`config.mk`:
```
export PLATFORM = sky130hd
export DESIGN_NAME = rct_timer_pair
export DESIGN_NICKNAME = d
export VERILOG_FILES = /design/src/verilog/rct_pkg.sv /design/src/verilog/rct_timer_pair.sv
export VERILOG_INCLUDE_DIRS = /design/src /design/src/verilog
export SDC_FILE = /design/constraint.sdc
export NUM_CORES = 1
export LEC_CHECK = 0
export BUFFER_PORTS_ARGS = -buffer_cell sky130_fd_sc_hd__buf_4
export CORE_UTILIZATION = 53
export CTS_CLUSTER_DIAMETER = 50
export DETAILED_ROUTE_END_ITERATION = 7
export GPL_ROUTABILITY_DRIVEN = 0
export PLACE_DENSITY = 0.84
export SETUP_SLACK_MARGIN = 0.3
export SLEW_MARGIN = 15
export SYNTH_ARGS = -nofsm -noshare
export SYNTH_HDL_FRONTEND = slang
export SYNTH_SLANG_ARGS = --single-unit
```
`constraint.sdc`:
```
create_clock -name clk_sys -period 2.2 [get_ports clk_sys]
set_input_delay 0.44 -clock clk_sys [delete_from_list [all_inputs] [get_ports clk_sys]]
set_output_delay 0.44 -clock clk_sys [all_outputs]
set_load 0.02 [all_outputs]
```
`src/verilog/rct_timer_map.svh`:
```
// Register offsets, field positions and reset values of the timer pair
`ifndef RCT_TIMER_MAP_SVH
`define RCT_TIMER_MAP_SVH

`define RCT_ADDR_T2_RELOAD_LO 8'h1b
`define RCT_ADDR_T2_COUNT_HI 8'h1c
`define RCT_ADDR_T2_COUNT_LO 8'h1d
`define RCT_ADDR_T3_CONTROL 8'h1e
`define RCT_ADDR_T3_RELOAD_HI 8'h1f
`define RCT_ADDR_T3_RELOAD_LO 8'h20
`define RCT_ADDR_T3_COUNT_HI 8'h21
`define RCT_ADDR_T3_COUNT_LO 8'h22
`define RCT_ADDR_T3_COMMAND 8'h2f

`define RCT_CTL_WMASK 8'hbb
`define RCT_CTL_RSVD_HI_BIT 6
`define RCT_CTL_RSVD_LO_BIT 2
`define RCT_CMD_START_BIT 0
`define RCT_CMD_STOP_BIT 1
`define RCT_CMD_CLEAR_BIT 2
`define RCT_STAT_RUN_BIT 0
`define RCT_STAT_FLAG_BIT 1

`define RCT_RESET_BYTE 8'h00
`define RCT_RESET_WORD 16'h0000
`define RCT_RESET_DIV 6'h00
`define RCT_DIV_LAST 6'h3f
`define RCT_DIV_STEP 6'h01
`define RCT_COUNT_STEP 16'h0001

`endif

```
`src/verilog/rct_pkg.sv`:
```
// Types shared by the timer pair
package rct_pkg;

    typedef enum logic [1:0] {
        RCT_START_SOFTWARE = 2'b00,
        RCT_START_TX_END = 2'b01,
        RCT_START_TRIM_HOLD = 2'b10,
        RCT_START_TRIM_WRAP = 2'b11
    } rct_start_type;

    typedef enum logic [1:0] {
        RCT_TICK_SYSTEM = 2'b00,
        RCT_TICK_DIV64 = 2'b01,
        RCT_TICK_TIMER0 = 2'b10,
        RCT_TICK_TIMER1 = 2'b11
    } rct_tick_type;

    typedef enum logic {
        RCT_IDLE = 1'b0,
        RCT_RUN = 1'b1
    } rct_state_type;

    typedef struct packed {
        logic stopOnReceive;
        logic reserved6;
        rct_start_type startModeField;
        logic autoReloadEnable;
        logic reserved2;
        rct_tick_type tickSourceSelect;
    } rct_control_type;

    typedef struct packed {
        logic [7:0] addr;
        logic [7:0] wrData;
        logic wrEn;
        logic rdEn;
    } rct_bus_type;

endpackage : rct_pkg

```
`src/verilog/rct_timer_pair.sv`:
```
// Second timer reload/readback tail and complete third countdown timer
//
// Design decision made here: the plain strobed port.
`timescale 1ns/10ps
`include "rct_timer_map.svh"

module rct_timer_pair
    import rct_pkg::*;
(
    input wire logic clk_sys,
    input wire logic resetn,
    input wire rct_bus_type bus,
    output logic [7:0] rdData,
    input wire logic [7:0] secondTimerReloadHigh,
    input wire logic secondTimerStart,
    input wire logic secondTimerTick,
    input wire logic rxFirstBits,
    input wire logic txEnd,
    input wire logic lowFrequencyOscillator,
    input wire logic timer0Underflow,
    input wire logic timer1Underflow,
    output logic timerUnderflowFlag,
    output logic thirdTimerRunning
);

    logic [7:0] secondTimerReloadLow;
    logic [15:0] secondTimerCount;
    rct_control_type thirdTimerControl;
    logic [7:0] thirdTimerReloadHigh;
    logic [7:0] thirdTimerReloadLow;
    logic [15:0] thirdTimerCount;
    rct_state_type state;
    logic [5:0] divCount;
    logic lfoSync1;
    logic lfoSync2;
    logic lfoPrev;
    logic lfoRise;
    logic divTick;
    logic tick;
    logic trimMode;
    logic running;
    logic swStart;
    logic swStop;
    logic swClear;
    logic startEvent;
    logic stopEvent;
    logic underflow;
    logic [15:0] thirdTimerReloadWord;
    logic [7:0] next_rdData;

    assign running = (state == RCT_RUN);
    assign thirdTimerRunning = running;
    assign thirdTimerReloadWord = {thirdTimerReloadHigh, thirdTimerReloadLow};
    assign trimMode = thirdTimerControl.startModeField[1];

    assign swStart = bus.wrEn && (bus.addr == `RCT_ADDR_T3_COMMAND)
        && bus.wrData[`RCT_CMD_START_BIT];
    assign swStop = bus.wrEn && (bus.addr == `RCT_ADDR_T3_COMMAND)
        && bus.wrData[`RCT_CMD_STOP_BIT];
    assign swClear = bus.wrEn && (bus.addr == `RCT_ADDR_T3_COMMAND)
        && bus.wrData[`RCT_CMD_CLEAR_BIT];

    // Register writes
    always_ff @(posedge clk_sys) begin
        if (!resetn) begin
            secondTimerReloadLow <= `RCT_RESET_BYTE;
            thirdTimerControl <= rct_control_type'(`RCT_RESET_BYTE);
            thirdTimerReloadHigh <= `RCT_RESET_BYTE;
            thirdTimerReloadLow <= `RCT_RESET_BYTE;
        end else if (bus.wrEn) begin
            case (bus.addr)
                `RCT_ADDR_T2_RELOAD_LO: begin
                    secondTimerReloadLow <= bus.wrData;
                end
                `RCT_ADDR_T3_CONTROL: begin
                    thirdTimerControl <=
                        rct_control_type'(bus.wrData & `RCT_CTL_WMASK);
                end
                `RCT_ADDR_T3_RELOAD_HI: begin
                    thirdTimerReloadHigh <= bus.wrData;
                end
                `RCT_ADDR_T3_RELOAD_LO: begin
                    thirdTimerReloadLow <= bus.wrData;
                end
                default: begin
                end
            endcase
        end
    end

    // second timer loads both reload bytes
    always_ff @(posedge clk_sys) begin
        if (!resetn) begin
            secondTimerCount <= `RCT_RESET_WORD;
        end else if (secondTimerStart) begin
            secondTimerCount <= {secondTimerReloadHigh, secondTimerReloadLow};
        end else if (secondTimerTick) begin
            secondTimerCount <= secondTimerCount - `RCT_COUNT_STEP;
        end
    end

    // Oscillator input synchroniser and edge detect
    always_ff @(posedge clk_sys) begin
        if (!resetn) begin
            lfoSync1 <= 1'b0;
            lfoSync2 <= 1'b0;
            lfoPrev <= 1'b0;
        end else begin
            lfoSync1 <= lowFrequencyOscillator;
            lfoSync2 <= lfoSync1;
            lfoPrev <= lfoSync2;
        end
    end
    assign lfoRise = lfoSync2 && !lfoPrev;

    always_ff @(posedge clk_sys) begin
        if (!resetn) begin
            divCount <= `RCT_RESET_DIV;
        end else begin
            divCount <= divCount + `RCT_DIV_STEP;
        end
    end
    assign divTick = (divCount == `RCT_DIV_LAST);

    // Tick source selection
    always_comb begin
        case (thirdTimerControl.tickSourceSelect)
            RCT_TICK_SYSTEM: tick = 1'b1;
            RCT_TICK_DIV64: tick = divTick;
            RCT_TICK_TIMER0: tick = timer0Underflow;
            RCT_TICK_TIMER1: tick = timer1Underflow;
            default: tick = 1'b0;
        endcase
    end

    // Start and stop events
    always_comb begin
        startEvent = swStart;
        stopEvent = swStop;
        case (thirdTimerControl.startModeField)
            RCT_START_SOFTWARE: begin
            end
            RCT_START_TX_END: begin
                startEvent = swStart || txEnd;
            end
            RCT_START_TRIM_HOLD, RCT_START_TRIM_WRAP: begin
                startEvent = swStart || (lfoRise && !running);
                stopEvent = swStop || (lfoRise && running);
            end
            default: begin
            end
        endcase
        if (!trimMode && thirdTimerControl.stopOnReceive && rxFirstBits
            && running) begin
            stopEvent = 1'b1;
        end
    end

    // underflow except in trimming without underflow
    assign underflow = running && tick && (thirdTimerCount == `RCT_RESET_WORD)
        && (thirdTimerControl.startModeField != RCT_START_TRIM_HOLD)
        && !stopEvent && !startEvent;

    // Third timer counter and state
    always_ff @(posedge clk_sys) begin
        if (!resetn) begin
            state <= RCT_IDLE;
            thirdTimerCount <= `RCT_RESET_WORD;
        end else if (stopEvent) begin
            state <= RCT_IDLE;
        end else if (startEvent) begin
            thirdTimerCount <= thirdTimerReloadWord;
            state <= RCT_RUN;
        end else if (running && tick) begin
            if (thirdTimerCount == `RCT_RESET_WORD) begin
                if (thirdTimerControl.startModeField
                    == RCT_START_TRIM_HOLD) begin
                    state <= RCT_IDLE;
                end else if (thirdTimerControl.autoReloadEnable) begin
                    thirdTimerCount <= thirdTimerReloadWord;
                end else begin
                    state <= RCT_IDLE;
                end
            end else begin
                thirdTimerCount <= thirdTimerCount - `RCT_COUNT_STEP;
            end
        end
    end

    // sticky flag, set wins over clear
    always_ff @(posedge clk_sys) begin
        if (!resetn) begin
            timerUnderflowFlag <= 1'b0;
        end else if (underflow) begin
            timerUnderflowFlag <= 1'b1;
        end else if (swClear) begin
            timerUnderflowFlag <= 1'b0;
        end
    end

    // Read mux
    always_comb begin
        next_rdData = `RCT_RESET_BYTE;
        if (bus.rdEn) begin
            case (bus.addr)
                `RCT_ADDR_T2_RELOAD_LO: next_rdData = secondTimerReloadLow;
                `RCT_ADDR_T2_COUNT_HI: next_rdData = secondTimerCount[15:8];
                `RCT_ADDR_T2_COUNT_LO: next_rdData = secondTimerCount[7:0];
                `RCT_ADDR_T3_CONTROL: next_rdData = thirdTimerControl;
                `RCT_ADDR_T3_RELOAD_HI: next_rdData = thirdTimerReloadHigh;
                `RCT_ADDR_T3_RELOAD_LO: next_rdData = thirdTimerReloadLow;
                `RCT_ADDR_T3_COUNT_HI: next_rdData = thirdTimerCount[15:8];
                `RCT_ADDR_T3_COUNT_LO: next_rdData = thirdTimerCount[7:0];
                `RCT_ADDR_T3_COMMAND: begin
                    next_rdData[`RCT_STAT_RUN_BIT] = running;
                    next_rdData[`RCT_STAT_FLAG_BIT] = timerUnderflowFlag;
                end
                default: next_rdData = `RCT_RESET_BYTE;
            endcase
        end
    end

    always_ff @(posedge clk_sys) begin
        if (!resetn) begin
            rdData <= `RCT_RESET_BYTE;
        end else begin
            rdData <= next_rdData;
        end
    end

    a_second_load:
    assert property (@(posedge clk_sys) disable iff (!resetn)
        secondTimerStart |=> secondTimerCount
            == {$past(secondTimerReloadHigh), $past(secondTimerReloadLow)})
    else $error("second timer did not load reload bytes");

    a_receive_stop:
    assert property (@(posedge clk_sys) disable iff (!resetn)
        (running && rxFirstBits && thirdTimerControl.stopOnReceive
            && !trimMode && !startEvent) |=> !running)
    else $error("timer kept running after first bits");

    a_trim_ignores_rx:
    assert property (@(posedge clk_sys) disable iff (!resetn)
        (running && trimMode && rxFirstBits && !lfoRise && !swStop
            && !(tick && thirdTimerCount == `RCT_RESET_WORD)) |=> running)
    else $error("trimming timer stopped on receive");

    // no self start in software mode
    a_software_only:
    assert property (@(posedge clk_sys) disable iff (!resetn)
        (!running && !swStart && thirdTimerControl.startModeField
            == RCT_START_SOFTWARE) |=> !running)
    else $error("timer started without software");

    a_tx_end_start:
    assert property (@(posedge clk_sys) disable iff (!resetn)
        (txEnd && !stopEvent && thirdTimerControl.startModeField
            == RCT_START_TX_END) |=> running
            && thirdTimerCount == $past(thirdTimerReloadWord))
    else $error("transmit end did not start timer");

    a_auto_reload:
    assert property (@(posedge clk_sys) disable iff (!resetn)
        (underflow && thirdTimerControl.autoReloadEnable)
            |=> running && thirdTimerCount == $past(thirdTimerReloadWord)
            && timerUnderflowFlag)
    else $error("auto reload failed on underflow");

    a_stop_at_zero:
    assert property (@(posedge clk_sys) disable iff (!resetn)
        (underflow && !thirdTimerControl.autoReloadEnable) |=> !running
            && timerUnderflowFlag ##1 (!running || $past(startEvent)))
    else $error("timer did not stop at zero");

    a_count_step:
    assert property (@(posedge clk_sys) disable iff (!resetn)
        (running && !tick && !startEvent) |=> $stable(thirdTimerCount))
    else $error("count moved without tick");

    a_reserved_zero:
    assert property (@(posedge clk_sys) disable iff (!resetn)
        (bus.rdEn && bus.addr == `RCT_ADDR_T3_CONTROL)
            |=> rdData[`RCT_CTL_RSVD_HI_BIT] == 1'b0
            && rdData[`RCT_CTL_RSVD_LO_BIT] == 1'b0)
    else $error("reserved control bits not zero");

    a_count_decrement:
    assert property (@(posedge clk_sys) disable iff (!resetn)
        (running && tick && thirdTimerCount != `RCT_RESET_WORD
            && !startEvent && !stopEvent)
            |=> thirdTimerCount == $past(thirdTimerCount) - `RCT_COUNT_STEP)
    else $error("count did not step down by one");

    a_cascade_step:
    assert property (@(posedge clk_sys) disable iff (!resetn)
        (running && thirdTimerControl.tickSourceSelect == RCT_TICK_TIMER0
            && thirdTimerCount != `RCT_RESET_WORD
            && !startEvent && !stopEvent)
            |=> thirdTimerCount
            == $past(thirdTimerCount) - {15'h0000, $past(timer0Underflow)})
    else $error("cascade count out of step");

    a_start_load:
    assert property (@(posedge clk_sys) disable iff (!resetn)
        (startEvent && !stopEvent) |=> running
            && thirdTimerCount == $past(thirdTimerReloadWord))
    else $error("start did not load reload word");

    a_div_period:
    assert property (@(posedge clk_sys) disable iff (!resetn)
        divTick |-> ##64 divTick)
    else $error("divided tick period wrong");

    a_second_count:
    assert property (@(posedge clk_sys) disable iff (!resetn)
        (secondTimerTick && !secondTimerStart) |=> secondTimerCount
            == $past(secondTimerCount) - `RCT_COUNT_STEP)
    else $error("second timer count did not step");

    a_hold_no_flag:
    assert property (@(posedge clk_sys) disable iff (!resetn)
        (running && tick && thirdTimerCount == `RCT_RESET_WORD
            && thirdTimerControl.startModeField == RCT_START_TRIM_HOLD
            && !startEvent && !stopEvent)
            |=> !running && !$rose(timerUnderflowFlag))
    else $error("hold mode underflowed");

    a_flag_sticky:
    assert property (@(posedge clk_sys) disable iff (!resetn)
        (timerUnderflowFlag && !swClear) |=> timerUnderflowFlag)
    else $error("underflow flag lost without clear");

endmodule : rct_timer_pair

```
==> flow_results.xml, run 1 <==
<?xml version="1.0" encoding="UTF-8"?>
<metrics>
  <group name="timing">
    <metric name="fin_worst_hold_slack" unit="ps">277</metric>
    <metric name="grt_setup_unrepaired" unit="">yes</metric>
    <metric name="timing.final.setup_violations" unit="">18</metric>
    <metric name="timing.final.hold_violations" unit="">0</metric>
    <metric name="layout_setup_ws" unit="ps">-287</metric>
    <metric name="slew_headroom" unit="%">59.1</metric>
    <metric name="clock_skew" unit="ps">16.6</metric>
    <metric name="fmaxAchievable" unit="MHz">402</metric>
    <metric name="post-route-min-period" unit="ps">2490</metric>
    <metric name="tightest_slew" unit="ps">612</metric>
    <metric name="fin_crit_sh" unit="%">113</metric>
    <metric name="maxSlewViolCount" unit="">0</metric>
    <metric name="finalSetupTns" unit="ps">-2030</metric>
  </group>
  <group name="power">
    <metric name="total_power" unit="mW">3.02</metric>
    <metric name="power.switching_fraction" unit="%">26.9</metric>
    <metric name="p_switching" unit="uW">813</metric>
    <metric name="sequentialPowerShare" unit="%">50.5</metric>
    <metric name="internal-power" unit="mW">2.21</metric>
    <metric name="comb_power_share" unit="%">10.6</metric>
    <metric name="clockPowerShare" unit="%">38.9</metric>
    <metric name="total_leakage_power" unit="nW">2.31</metric>
    <metric name="max-vdd-ir-drop" unit="mV">0.686</metric>
    <metric name="cellPowerDensity" unit="nW/um^2">514</metric>
  </group>
  <group name="logic_synthesis">
    <metric name="cell_types_with_the_largest_area_share_after_synthesis" unit="">sky130_fd_sc_hd__dfxtp_1, sky130_fd_sc_hd__mux2i_1, sky130_fd_sc_hd__nand2_1</metric>
    <metric name="postSynth.asyncResetShare" unit="%">0</metric>
    <metric name="synthesis.nets" unit="">538</metric>
    <metric name="syn_area" unit="um^2">4260</metric>
    <metric name="post_synth_num_cell_types" unit="">62</metric>
    <metric name="synth_flop_cell" unit="">sky130_fd_sc_hd__dfxtp_1</metric>
    <metric name="synth_enable_flop_cells" unit="">0</metric>
    <metric name="synth-seq-cells" unit="">81</metric>
    <metric name="synth_seq_area_share" unit="%">38.0</metric>
    <metric name="synth.top_cell.area_share" unit="%">38.0</metric>
    <metric name="gate_count_post_synth" unit="">499</metric>
    <metric name="avgSynthCellArea" unit="um^2">8.54</metric>
    <metric name="ys_warn_count" unit="">0</metric>
    <metric name="dominant_cell_type_by_area_after_synthesis" unit="">sky130_fd_sc_hd__dfxtp_1</metric>
  </group>
  <group name="cells_and_area">
    <metric name="antennaDiodeCount" unit="">0</metric>
    <metric name="finalInstanceArea" unit="um^2">5870</metric>
    <metric name="layout-drive-gt1-share" unit="%">35.6</metric>
    <metric name="final-instance-count-excl-fill" unit="">725</metric>
    <metric name="layout.core_utilization" unit="%">75.6</metric>
    <metric name="area_delta_synth_final" unit="%">37.7</metric>
    <metric name="fin_nets" unit="">657</metric>
  </group>
  <group name="cts">
    <metric name="cts.root.buffer_cell" unit="">sky130_fd_sc_hd__clkbuf_8</metric>
    <metric name="clkSlewWorstSetupHoldPaths" unit="ps">100</metric>
    <metric name="worst_skew_pair.late_latency" unit="ps">380</metric>
    <metric name="htreeDepth" unit="">3</metric>
    <metric name="tritoncts" unit="">built</metric>
    <metric name="count_of_hold_fix_buffers_inserted_at_cts" unit="">0</metric>
    <metric name="tritoncts_num_sinks" unit="">81</metric>
    <metric name="clock_path_buffers" unit="">2</metric>
    <metric name="numCtsBuffers" unit="">9</metric>
  </group>
  <group name="worst_setup_path">
    <metric name="setup.worst_path.end_class" unit="">register</metric>
    <metric name="ff2ff_path_depth" unit="">6</metric>
    <metric name="timing.critical_path.fanout_max" unit="">3</metric>
    <metric name="crit-reg2reg-launch" unit="">thirdTimerCount[10]$_SDFFE_PN0P_</metric>
    <metric name="crit_top_cell" unit="">sky130_fd_sc_hd__or4_4</metric>
    <metric name="crit_arrival" unit="ps">2800</metric>
    <metric name="worst_path_cell_chain" unit="">or4_4, or4_4, buf_6, a2111oi_2, a21o_1, a32o_1</metric>
    <metric name="critical_path.startpoint_type" unit="">register</metric>
    <metric name="required" unit="ps">2510</metric>
    <metric name="cp_slowest_cell" unit="">sky130_fd_sc_hd__a2111oi_2</metric>
    <metric name="worstReg2RegEnd" unit="">thirdTimerCount[13]$_SDFFE_PN0P_</metric>
    <metric name="timing_worst_setup_path_type" unit="">register to register</metric>
    <metric name="crit_path_max_incr_delay" unit="ps">600</metric>
    <metric name="reg2reg_slack" unit="ps">-290</metric>
  </group>
  <group name="global_routing">
    <metric name="number_of_antenna_violations_at_the_first_check_in_global_routing" unit="">0</metric>
    <metric name="grt_pass1_wl" unit="mm">23.4</metric>
    <metric name="grt_pass1_vias" unit="">4567</metric>
    <metric name="grt_start_max_net_pins" unit="">28</metric>
    <metric name="global_route.usage.total" unit="%">36.0</metric>
    <metric name="overflow" unit="">0</metric>
  </group>
  <group name="detailed_routing">
    <metric name="via_to_cell_ratio" unit="">6.65</metric>
    <metric name="detail-route-antenna-nets" unit="">0</metric>
    <metric name="detailroute.via_count" unit="">4822</metric>
    <metric name="postRouteWirelength" unit="mm">15.4</metric>
    <metric name="route.detailed.drc" unit="">0</metric>
    <metric name="detail_route.first_pass.iterations" unit="">5</metric>
    <metric name="dr_wl_met2" unit="mm">7.30</metric>
    <metric name="met3RoutedLength" unit="mm">1.51</metric>
    <metric name="wl_met1" unit="mm">5.57</metric>
    <metric name="drt-wirelength-per-cell" unit="um">21.3</metric>
    <metric name="routed.top_layer" unit="">met4</metric>
    <metric name="drt-initial-drc-count" unit="">473</metric>
  </group>
  <group name="placed_design">
    <metric name="place.detailed.hpwl" unit="mm">9.89</metric>
    <metric name="dpl.cell_count" unit="">690</metric>
    <metric name="placed_area" unit="um^2">5230</metric>
    <metric name="place_ws" unit="ps">-300</metric>
    <metric name="port_buffers" unit="">44</metric>
  </group>
  <group name="outcome">
    <metric name="failed_checks" unit="">negative setup slack</metric>
    <metric name="outcome" unit="">finished with violations</metric>
  </group>
  <group name="floorplan">
    <metric name="num_io_pins" unit="">45</metric>
    <metric name="initial_core_util" unit="%">54.9</metric>
    <metric name="placementRows" unit="">32</metric>
    <metric name="dieWidth" unit="um">91.7</metric>
    <metric name="design.core.area" unit="um^2">7770</metric>
    <metric name="floorplan.die_area" unit="um^2">8410</metric>
    <metric name="die_height" unit="um">91.7</metric>
  </group>
  <group name="hold_path">
    <metric name="hold_crit_path_type" unit="">input port to register</metric>
    <metric name="hold-path-cell-count" unit="">2</metric>
    <metric name="whs_endpoint" unit="">lfoSync1$_SDFF_PN0_</metric>
    <metric name="hold_start" unit="">lowFrequencyOscillator</metric>
  </group>
  <group name="job">
    <metric name="maxCapViolCount" unit="">0</metric>
  </group>
</metrics>
layout by cell type (no fill, tap or decap), types with 6 or more instances in the layout:
cell / Yosys / final
sky130_fd_sc_hd__o21ai_0: 30 / 17
sky130_fd_sc_hd__mux4_2: 6 / 6
sky130_fd_sc_hd__or4_4: 4 / 8
sky130_fd_sc_hd__nand2_1: 58 / 56
sky130_fd_sc_hd__a32o_1: 7 / 7
sky130_fd_sc_hd__nor2_1: 53 / 47
sky130_fd_sc_hd__buf_4: 4 / 114
sky130_fd_sc_hd__dfxtp_1: 81 / 77
sky130_fd_sc_hd__mux2i_1: 29 / 29
sky130_fd_sc_hd__nand3_1: 18 / 14
sky130_fd_sc_hd__a21oi_1: 38 / 32
sky130_fd_sc_hd__xor2_1: 7 / 7
sky130_fd_sc_hd__clkbuf_8: 0 / 10
sky130_fd_sc_hd__xnor2_1: 10 / 10
sky130_fd_sc_hd__a22oi_1: 6 / 6
sky130_fd_sc_hd__and2_1: 6 / 6
sky130_fd_sc_hd__o31ai_1: 6 / 6
sky130_fd_sc_hd__nor3_1: 18 / 15
sky130_fd_sc_hd__buf_6: 0 / 15
sky130_fd_sc_hd__inv_1: 8 / 6
sky130_fd_sc_hd__o21ai_1: 0 / 8
power groups by stage:
| stage | Clock, mW | Combinational (mW) | Sequential [mW] |
|---|---|---|---|
| after detailed placement | 0 | 0.297 | 1.56 |
| after CTS | 1.16 | 0.306 | 1.52 |
| after floorplan | 0 | 0.171 | 1.55 |
| final | 1.17 | 0.321 | 1.52 |
| after global placement | 0 | 0.285 | 1.55 |
| after global routing | 1.24 | 0.345 | 1.53 |
registers in the layout (all words and copies together), names as in the netlist:
register and cells:
secondTimerCount 16, thirdTimerCount 16, rdData 8, secondTimerReloadLow 8, thirdTimerReloadHigh 8, thirdTimerReloadLow 8
divCount 6, thirdTimerControl 6, lfoPrev 1, lfoSync1 1, lfoSync2 1, thirdTimerRunning 1
timerUnderflowFlag 1
Yosys cell counts, types with 7 or more instances:
cell	number
sky130_fd_sc_hd__inv_1	8
sky130_fd_sc_hd__nand2_1	58
sky130_fd_sc_hd__nor2_1	53
sky130_fd_sc_hd__xor2_1	7
sky130_fd_sc_hd__xnor2_1	10
sky130_fd_sc_hd__clkbuf_1	17
sky130_fd_sc_hd__nand3_1	18
sky130_fd_sc_hd__a21oi_1	38
sky130_fd_sc_hd__o21ai_0	30
sky130_fd_sc_hd__nor3_1	18
sky130_fd_sc_hd__dfxtp_1	81
sky130_fd_sc_hd__mux2i_1	29
sky130_fd_sc_hd__a32o_1	7
layout make-up:
type / instances / area, um^2
multi-input combinational: 385 / 2810
fill: 510 / 1900
sequential: 81 / 1630
timing repair buffer: 131 / 1060
clock buffer: 11 / 141
tap: 102 / 128
clock inverter: 5 / 62.6
inverter: 10 / 37.5
how the worst max path moves through the flow:
stage	depth (start not counted)	slack, ps	end	startpoint
after floorplan	9	-30	thirdTimerCount[1]$_SDFFE_PN0P_	thirdTimerCount[0]$_SDFFE_PN0P_
after global placement	7	-180	thirdTimerCount[10]$_SDFFE_PN0P_	bus[14]
after detailed placement	9	-300	thirdTimerCount[13]$_SDFFE_PN0P_	bus[15]
after CTS	8	-120	thirdTimerCount[12]$_SDFFE_PN0P_	thirdTimerCount[0]$_SDFFE_PN0P_
after global routing	6	-330	thirdTimerCount[13]$_SDFFE_PN0P_	thirdTimerCount[10]$_SDFFE_PN0P_
final	6	-290	thirdTimerCount[13]$_SDFFE_PN0P_	thirdTimerCount[10]$_SDFFE_PN0P_
critical path: cells and delay by family (launching register included):
family          cells  cell delay (ps)
simple gates        2             1030
compound gates      3              880
buf+inv             1              170
flops               1              340
routing by layer:
metal / vias up / GRT usage, %
met1: 2270 / 42.3
met4: 0 / 25.3
met2: 348 / 58.5
met5: - / 0
li1: 2093 / -
met3: 111 / 7.71
what timing repair did:
| action | CTS | global route |
|---|---|---|
| gates cloned | 2 | 0 |
| gates resized for setup | 36 | 38 |
| pin swaps | 14 | 26 |
| hold endpoints to repair | 0 | 0 |
| endpoints found under the setup margin | 23 | 32 |
| buffers inserted | 8 | 9 |
cell families (layout without fill, tap and decap cells):
family / after synthesis / in the layout / share of synthesized area [%]
xor gates and xnor gates: 17 / 17 / 3.49
muxes: 37 / 37 / 10.5
adders and majority gates: 4 / 4 / 1.17
and+or+nand+nor: 198 / 199 / 23.3
buffers and inverters: 34 / 157 / 3.38
AOI/OAI and AO/OA: 128 / 128 / 20.1
DFF: 81 / 81 / 38.0
No activity file was read; power rests on OpenSTA's default activity.
==> run 2, diff against run 1 <==
- RECOVER_POWER: unset -> 25
==> run 2 against run 1 <==
  * The run still ends with negative setup slack left
  * Sequential power about the same
  * Global-route usage unchanged
  * Cell count unchanged
  * Via count increased by 0.17%
  * Combinational power about the same
  * Worst hold slack improved by 1.6 ps
  * First-iteration DRC count increased by 7.4%
  * Critical path type unchanged
  * Critical endpoint unchanged
==> flow_results.xml, run 2 (synthesis gave the netlist of run 1 again) <==
<?xml version="1.0" encoding="UTF-8"?>
<metrics>
  <group name="outcome">
    <metric name="outcome" unit="">finished with violations</metric>
    <metric name="failed_checks" unit="">negative setup slack</metric>
  </group>
  <group name="worst_setup_path">
    <metric name="crit_path_max_incr_delay" unit="ps">610</metric>
    <metric name="crit_top_cell" unit="">sky130_fd_sc_hd__or4_4</metric>
    <metric name="critical_path.startpoint_type" unit="">register</metric>
    <metric name="cp_slowest_cell" unit="">sky130_fd_sc_hd__a2111oi_2</metric>
    <metric name="setup.worst_path.end_class" unit="">register</metric>
    <metric name="ff2ff_path_depth" unit="">6</metric>
    <metric name="timing.critical_path.fanout_max" unit="">3</metric>
    <metric name="crit-reg2reg-launch" unit="">thirdTimerCount[10]$_SDFFE_PN0P_</metric>
    <metric name="worst_path_cell_chain" unit="">or4_4, or4_4, buf_6, a2111oi_2, a21o_1, a32o_1</metric>
    <metric name="required" unit="ps">2510</metric>
    <metric name="timing_worst_setup_path_type" unit="">register to register</metric>
    <metric name="crit_arrival" unit="ps">2800</metric>
    <metric name="worstReg2RegEnd" unit="">thirdTimerCount[13]$_SDFFE_PN0P_</metric>
    <metric name="reg2reg_slack" unit="ps">-290</metric>
  </group>
  <group name="timing">
    <metric name="timing.final.hold_violations" unit="">0</metric>
    <metric name="post-route-min-period" unit="ps">2490</metric>
    <metric name="maxSlewViolCount" unit="">0</metric>
    <metric name="fmaxAchievable" unit="MHz">401</metric>
    <metric name="tightest_slew" unit="ps">1140</metric>
    <metric name="fin_worst_hold_slack" unit="ps">279</metric>
    <metric name="clock_skew" unit="ps">12.5</metric>
    <metric name="layout_setup_ws" unit="ps">-292</metric>
    <metric name="fin_crit_sh" unit="%">113</metric>
    <metric name="timing.final.setup_violations" unit="">20</metric>
    <metric name="slew_headroom" unit="%">24.2</metric>
    <metric name="grt_setup_unrepaired" unit="">yes</metric>
  </group>
  <group name="detailed_routing">
    <metric name="via_to_cell_ratio" unit="">6.66</metric>
    <metric name="detail_route.first_pass.iterations" unit="">5</metric>
    <metric name="drt-initial-drc-count" unit="">508</metric>
    <metric name="drt-wirelength-per-cell" unit="um">21.3</metric>
    <metric name="route.detailed.drc" unit="">0</metric>
    <metric name="postRouteWirelength" unit="mm">15.5</metric>
    <metric name="detailroute.via_count" unit="">4830</metric>
    <metric name="detail-route-antenna-nets" unit="">0</metric>
  </group>
  <group name="cells_and_area">
    <metric name="antennaDiodeCount" unit="">0</metric>
    <metric name="biggest_regs" unit="">secondTimerCount: 16 flops, thirdTimerCount: 16 flops</metric>
    <metric name="most_used_cells_in_the_layout_excluding_fill_and_tap_cells" unit="">sky130_fd_sc_hd__buf_4, sky130_fd_sc_hd__dfxtp_1, sky130_fd_sc_hd__nand2_1</metric>
    <metric name="layout.core_utilization" unit="%">75.2</metric>
    <metric name="fin_nets" unit="">657</metric>
    <metric name="layout-drive-gt1-share" unit="%">34.3</metric>
    <metric name="area_delta_synth_final" unit="%">37.0</metric>
    <metric name="most_common_cell_after_layout_fill_and_taps_aside" unit="">sky130_fd_sc_hd__buf_4</metric>
    <metric name="final-instance-count-excl-fill" unit="">725</metric>
  </group>
  <group name="floorplan">
    <metric name="dieWidth" unit="um">91.7</metric>
    <metric name="design.core.area" unit="um^2">7770</metric>
    <metric name="floorplan.die_area" unit="um^2">8410</metric>
    <metric name="initial_core_util" unit="%">54.9</metric>
    <metric name="die_height" unit="um">91.7</metric>
    <metric name="num_io_pins" unit="">45</metric>
    <metric name="placementRows" unit="">32</metric>
  </group>
  <group name="job">
    <metric name="maxCapViolCount" unit="">0</metric>
  </group>
  <group name="global_routing">
    <metric name="global_route.usage.total" unit="%">36.0</metric>
    <metric name="grt_pass1_wl" unit="mm">23.4</metric>
    <metric name="grt_pass1_vias" unit="">4567</metric>
    <metric name="overflow" unit="">0</metric>
    <metric name="number_of_antenna_violations_at_the_first_check_in_global_routing" unit="">0</metric>
    <metric name="grt_start_max_net_pins" unit="">28</metric>
  </group>
  <group name="cts">
    <metric name="count_of_hold_fix_buffers_inserted_at_cts" unit="">0</metric>
    <metric name="worst_skew_pair.late_latency" unit="ps">380</metric>
    <metric name="tritoncts" unit="">built</metric>
    <metric name="cts.root.buffer_cell" unit="">sky130_fd_sc_hd__clkbuf_8</metric>
    <metric name="htreeDepth" unit="">3</metric>
    <metric name="clock_path_buffers" unit="">2</metric>
    <metric name="clkSlewWorstSetupHoldPaths" unit="ps">100</metric>
    <metric name="tritoncts_num_sinks" unit="">81</metric>
    <metric name="numCtsBuffers" unit="">9</metric>
  </group>
  <group name="placed_design">
    <metric name="port_buffers" unit="">44</metric>
    <metric name="place.detailed.hpwl" unit="mm">9.89</metric>
    <metric name="dpl.cell_count" unit="">690</metric>
  </group>
  <group name="hold_path">
    <metric name="whs_endpoint" unit="">lfoSync1$_SDFF_PN0_</metric>
    <metric name="hold_crit_path_type" unit="">input port to register</metric>
    <metric name="hold-path-cell-count" unit="">2</metric>
    <metric name="hold_start" unit="">lowFrequencyOscillator</metric>
  </group>
  <group name="power">
    <metric name="max-vdd-ir-drop" unit="mV">0.684</metric>
    <metric name="total_leakage_power" unit="nW">2.28</metric>
    <metric name="cellPowerDensity" unit="nW/um^2">517</metric>
  </group>
</metrics>
==> run 2: cell count changes in the layout (fill, tap and decap cells not counted) <==
| cell | previous run | this run |
|---|---|---|
| sky130_fd_sc_hd__buf_4 | 114 | 105 |
| sky130_fd_sc_hd__and2_0 | 0 | 1 |
| sky130_fd_sc_hd__and2_1 | 6 | 5 |
| sky130_fd_sc_hd__clkbuf_4 | 0 | 1 |
| sky130_fd_sc_hd__clkbuf_1 | 1 | 9 |
==> run 2: per-stage QoR <==
stage / instance area (um^2) / setup slack [ps] / total power, mW / setup TNS, ps
after floorplan: 4360 / -27.3 / 1.72 / -106
after global placement: 5230 / -183 / 1.84 / -2810
after detailed placement: 5230 / -300 / 1.85 / -4370
after CTS: 5650 / -116 / 2.99 / -349
after global routing: 5840 / -334 / 3.11 / -3420
final: 5840 / -292 / 3.02 / -2110
==> run 2: where the power goes <==
part | leakage (nW) | total (mW) | internal (mW) | switching (mW)
clock network | 0.0966 | 1.18 | 0.565 | 0.612
logic | 1.52 | 0.320 | 0.147 | 0.173
registers | 0.659 | 1.52 | 1.49 | 0.0305
==> run 2: repair_timing <==
action,CTS,global route
pin swaps,14,26
hold endpoints to repair,0,0
setup endpoints to repair,23,32
gates cloned,2,0
setup buffers,8,9
gates resized for setup,36,38
==> run 2: worst max-delay path by stage <==
stage          cells after the start                              from  slack (ps)                                to
2_1_floorplan                      9   thirdTimerCount[0]$_SDFFE_PN0P_         -30   thirdTimerCount[1]$_SDFFE_PN0P_
3_3_place_gp                       7                           bus[14]        -180  thirdTimerCount[10]$_SDFFE_PN0P_
3_5_place_dp                       9                           bus[15]        -300  thirdTimerCount[13]$_SDFFE_PN0P_
4_1_cts                            8   thirdTimerCount[0]$_SDFFE_PN0P_        -120  thirdTimerCount[12]$_SDFFE_PN0P_
5_1_grt                            6  thirdTimerCount[10]$_SDFFE_PN0P_        -330  thirdTimerCount[13]$_SDFFE_PN0P_
6_report                           6  thirdTimerCount[10]$_SDFFE_PN0P_        -290  thirdTimerCount[13]$_SDFFE_PN0P_
==> run 2: metal layers <==
metal | vias to the layer above | GRT usage [%] | routed length, um | part of all wire [%]
met5 | - | 0 | 0 | 0
met4 | 0 | 25.3 | 1110 | 7.1
met3 | 121 | 7.71 | 1380 | 8.9
met2 | 352 | 58.5 | 7260 | 47
met1 | 2262 | 42.3 | 5710 | 37
li1 | 2095 | - | - | -
==> run 2: layout make-up <==
cell class | count | area (um^2)
flip-flops and latches | 81 | 1630
clock buffers | 11 | 141
fillers | 517 | 1930
clock inverters | 5 | 62.6
repair buffers | 131 | 1030
inverters | 10 | 37.5
well taps | 102 | 128
multi-input cells | 385 | 2810
==> run 2: critical path, delay by kind of cell, from the launching register on <==
family	cells	cell delay (ps)
AOI/OAI and AO/OA	3	890
buffers and inverters	1	170
DFF	1	340
and+or+nand+nor	2	1030
==> run 3, diff against run 2 <==
- SETUP_SLACK_MARGIN: 0.3 -> unset
==> run 3 against run 2 <==
  * The flow still finishes with violations (negative setup slack)
  * Clock power decreased by 7%
  * Core utilization decreased by 3.5 points
  * Routed wire length decreased by 6.1%
  * Combinational power decreased by 6.6%
  * First-iteration DRC count increased by 9.3%
  * Largest cell class unchanged
  * Total power decreased by 3.1%
  * Critical path type unchanged
  * Cell area decreased by 4.7%
==> flow_results.xml, run 3 (synthesis gave the netlist of run 1 again) <==
<?xml version="1.0" encoding="UTF-8"?>
<metrics>
  <group name="outcome">
    <metric name="outcome" unit="">finished with violations</metric>
    <metric name="failed_checks" unit="">negative setup slack</metric>
  </group>
  <group name="cells_and_area">
    <metric name="multi_input_area" unit="um^2">2670</metric>
    <metric name="final-instance-count-excl-fill" unit="">711</metric>
    <metric name="area_delta_synth_final" unit="%">30.6</metric>
    <metric name="layout-drive-gt1-share" unit="%">30.9</metric>
    <metric name="most_used_cells_in_the_layout_excluding_fill_and_tap_cells" unit="">sky130_fd_sc_hd__buf_4, sky130_fd_sc_hd__dfxtp_1, sky130_fd_sc_hd__nand2_1</metric>
    <metric name="antennaDiodeCount" unit="">0</metric>
    <metric name="fin_nets" unit="">644</metric>
    <metric name="biggest_regs" unit="">secondTimerCount: 16 flops, thirdTimerCount: 16 flops</metric>
    <metric name="finalInstanceArea" unit="um^2">5570</metric>
    <metric name="layout.core_utilization" unit="%">71.7</metric>
    <metric name="layout.area.seq" unit="um^2">1630</metric>
    <metric name="most_common_cell_after_layout_fill_and_taps_aside" unit="">sky130_fd_sc_hd__buf_4</metric>
    <metric name="fillCellCount" unit="">576</metric>
  </group>
  <group name="power">
    <metric name="sequentialPowerShare" unit="%">52.1</metric>
    <metric name="comb_power_share" unit="%">10.2</metric>
    <metric name="internal-power" unit="mW">2.15</metric>
    <metric name="total_power" unit="mW">2.93</metric>
    <metric name="max-vdd-ir-drop" unit="mV">0.480</metric>
    <metric name="p_switching" unit="uW">775</metric>
    <metric name="cellPowerDensity" unit="nW/um^2">526</metric>
    <metric name="power.switching_fraction" unit="%">26.5</metric>
    <metric name="clockPowerShare" unit="%">37.7</metric>
    <metric name="total_leakage_power" unit="nW">2.21</metric>
  </group>
  <group name="detailed_routing">
    <metric name="postRouteWirelength" unit="mm">14.5</metric>
    <metric name="met3RoutedLength" unit="mm">1.45</metric>
    <metric name="dr_wl_met2" unit="mm">6.92</metric>
    <metric name="drt-wirelength-per-cell" unit="um">20.4</metric>
    <metric name="detail_route.first_pass.iterations" unit="">6</metric>
    <metric name="routed.top_layer" unit="">met4</metric>
    <metric name="via_to_cell_ratio" unit="">6.63</metric>
    <metric name="drt-initial-drc-count" unit="">555</metric>
    <metric name="route.detailed.drc" unit="">0</metric>
    <metric name="wl_met1" unit="mm">5.29</metric>
    <metric name="detailroute.via_count" unit="">4716</metric>
    <metric name="detail-route-antenna-nets" unit="">0</metric>
  </group>
  <group name="worst_setup_path">
    <metric name="path_delay_family" unit="">simple AND/OR/NAND/NOR gates</metric>
    <metric name="required" unit="ps">2440</metric>
    <metric name="timing.critical_path.fanout_max" unit="">6</metric>
    <metric name="setup.worst_path.end_class" unit="">register</metric>
    <metric name="timing_worst_setup_path_type" unit="">register to register</metric>
    <metric name="crit_top_cell" unit="">sky130_fd_sc_hd__or4_4</metric>
    <metric name="worst_path_cell_chain" unit="">or4_4, or4_4, o21ai_0, a21oi_4, a2111oi_2, a211oi_2</metric>
    <metric name="crit_path_max_incr_delay" unit="ps">580</metric>
    <metric name="worst-path-buf-inv" unit="">0</metric>
    <metric name="critical_path.startpoint_type" unit="">register</metric>
    <metric name="cp_slowest_cell" unit="">sky130_fd_sc_hd__or4_4</metric>
    <metric name="crit_arrival" unit="ps">2680</metric>
  </group>
  <group name="cts">
    <metric name="tritoncts" unit="">built</metric>
    <metric name="cts.root.buffer_cell" unit="">sky130_fd_sc_hd__clkbuf_8</metric>
    <metric name="htreeDepth" unit="">3</metric>
    <metric name="clock_path_buffers" unit="">2</metric>
    <metric name="tritoncts_num_sinks" unit="">81</metric>
    <metric name="numCtsBuffers" unit="">9</metric>
    <metric name="count_of_hold_fix_buffers_inserted_at_cts" unit="">0</metric>
    <metric name="clkSlewWorstSetupHoldPaths" unit="ps">100</metric>
    <metric name="worst_skew_pair.late_latency" unit="ps">370</metric>
  </group>
  <group name="timing">
    <metric name="tightest_slew" unit="ps">682</metric>
    <metric name="maxSlewViolCount" unit="">0</metric>
    <metric name="timing.final.setup_violations" unit="">18</metric>
    <metric name="fin_crit_sh" unit="%">111</metric>
    <metric name="finalSetupTns" unit="ps">-1750</metric>
    <metric name="layout_setup_ws" unit="ps">-239</metric>
    <metric name="slew_headroom" unit="%">54.5</metric>
    <metric name="clock_skew" unit="ps">13.1</metric>
    <metric name="fmaxAchievable" unit="MHz">410</metric>
    <metric name="timing.final.hold_violations" unit="">0</metric>
    <metric name="fin_worst_hold_slack" unit="ps">272</metric>
    <metric name="post-route-min-period" unit="ps">2440</metric>
    <metric name="grt_setup_unrepaired" unit="">yes</metric>
  </group>
  <group name="placed_design">
    <metric name="place.detailed.hpwl" unit="mm">9.87</metric>
    <metric name="dpl.cell_count" unit="">688</metric>
    <metric name="port_buffers" unit="">44</metric>
    <metric name="placed_area" unit="um^2">5150</metric>
    <metric name="place_ws" unit="ps">-337</metric>
  </group>
  <group name="floorplan">
    <metric name="placementRows" unit="">32</metric>
    <metric name="floorplan.die_area" unit="um^2">8410</metric>
    <metric name="die_height" unit="um">91.7</metric>
    <metric name="dieWidth" unit="um">91.7</metric>
    <metric name="design.core.area" unit="um^2">7770</metric>
    <metric name="initial_core_util" unit="%">54.9</metric>
    <metric name="num_io_pins" unit="">45</metric>
  </group>
  <group name="hold_path">
    <metric name="hold_crit_path_type" unit="">input port to register</metric>
  </group>
  <group name="global_routing">
    <metric name="overflow" unit="">0</metric>
    <metric name="grt_pass1_vias" unit="">4619</metric>
    <metric name="grt_pass1_wl" unit="mm">22.6</metric>
    <metric name="grt_start_max_net_pins" unit="">52</metric>
    <metric name="global_route.usage.total" unit="%">34.5</metric>
    <metric name="number_of_antenna_violations_at_the_first_check_in_global_routing" unit="">0</metric>
  </group>
  <group name="job">
    <metric name="maxCapViolCount" unit="">0</metric>
  </group>
</metrics>
run 3: repair_timing:
action / in CTS / in global routing
setup buffers: 5 / 2
pin swaps: 9 / 16
gates resized for setup: 24 / 25
setup endpoints to repair: 18 / 18
cloned: 2 / 0
run 3: final cells by class:
class,instances,share of cell area [%]
flip-flops and latches,81,29.2
clock buffers,10,2.29
repair buffers,118,16.5
multi-input cells,385,48.0
clock inverters,5,1.01
well taps,102,2.29
inverters,10,0.674
run 3: worst paths after layout:
check / startpoint / endpoint / slack (ps) / depth (start not counted)
setup reg to reg: thirdTimerCount[10]$_SDFFE_PN0P_ / thirdTimerCount[14]$_SDFFE_PN0P_ / -240 / 6
setup / recovery: thirdTimerCount[10]$_SDFFE_PN0P_ / thirdTimerCount[14]$_SDFFE_PN0P_ / -240 / 6
hold / removal: lowFrequencyOscillator / lfoSync1$_SDFF_PN0_ / 270 / 2
hold reg to reg: lfoSync1$_SDFF_PN0_ / lfoSync2$_SDFF_PN0_ / 440 / 1
run 3: power groups by stage:
| stage | Sequential (mW) | Clock (mW) | Combinational [mW] |
|---|---|---|---|
| 2_1_floorplan | 1.55 | 0 | 0.169 |
| 3_3_place_gp | 1.55 | 0 | 0.279 |
| 3_5_place_dp | 1.56 | 0 | 0.289 |
| 4_1_cts | 1.52 | 1.09 | 0.292 |
| 5_1_grt | 1.53 | 1.15 | 0.321 |
| 6_report | 1.52 | 1.10 | 0.299 |
run 3: routing by layer:
layer,vias to the layer above,GRT usage (%)
li1,2061,-
met5,-,0
met3,108,8.13
met1,2192,40.6
met4,0,20.9
met2,355,57.0
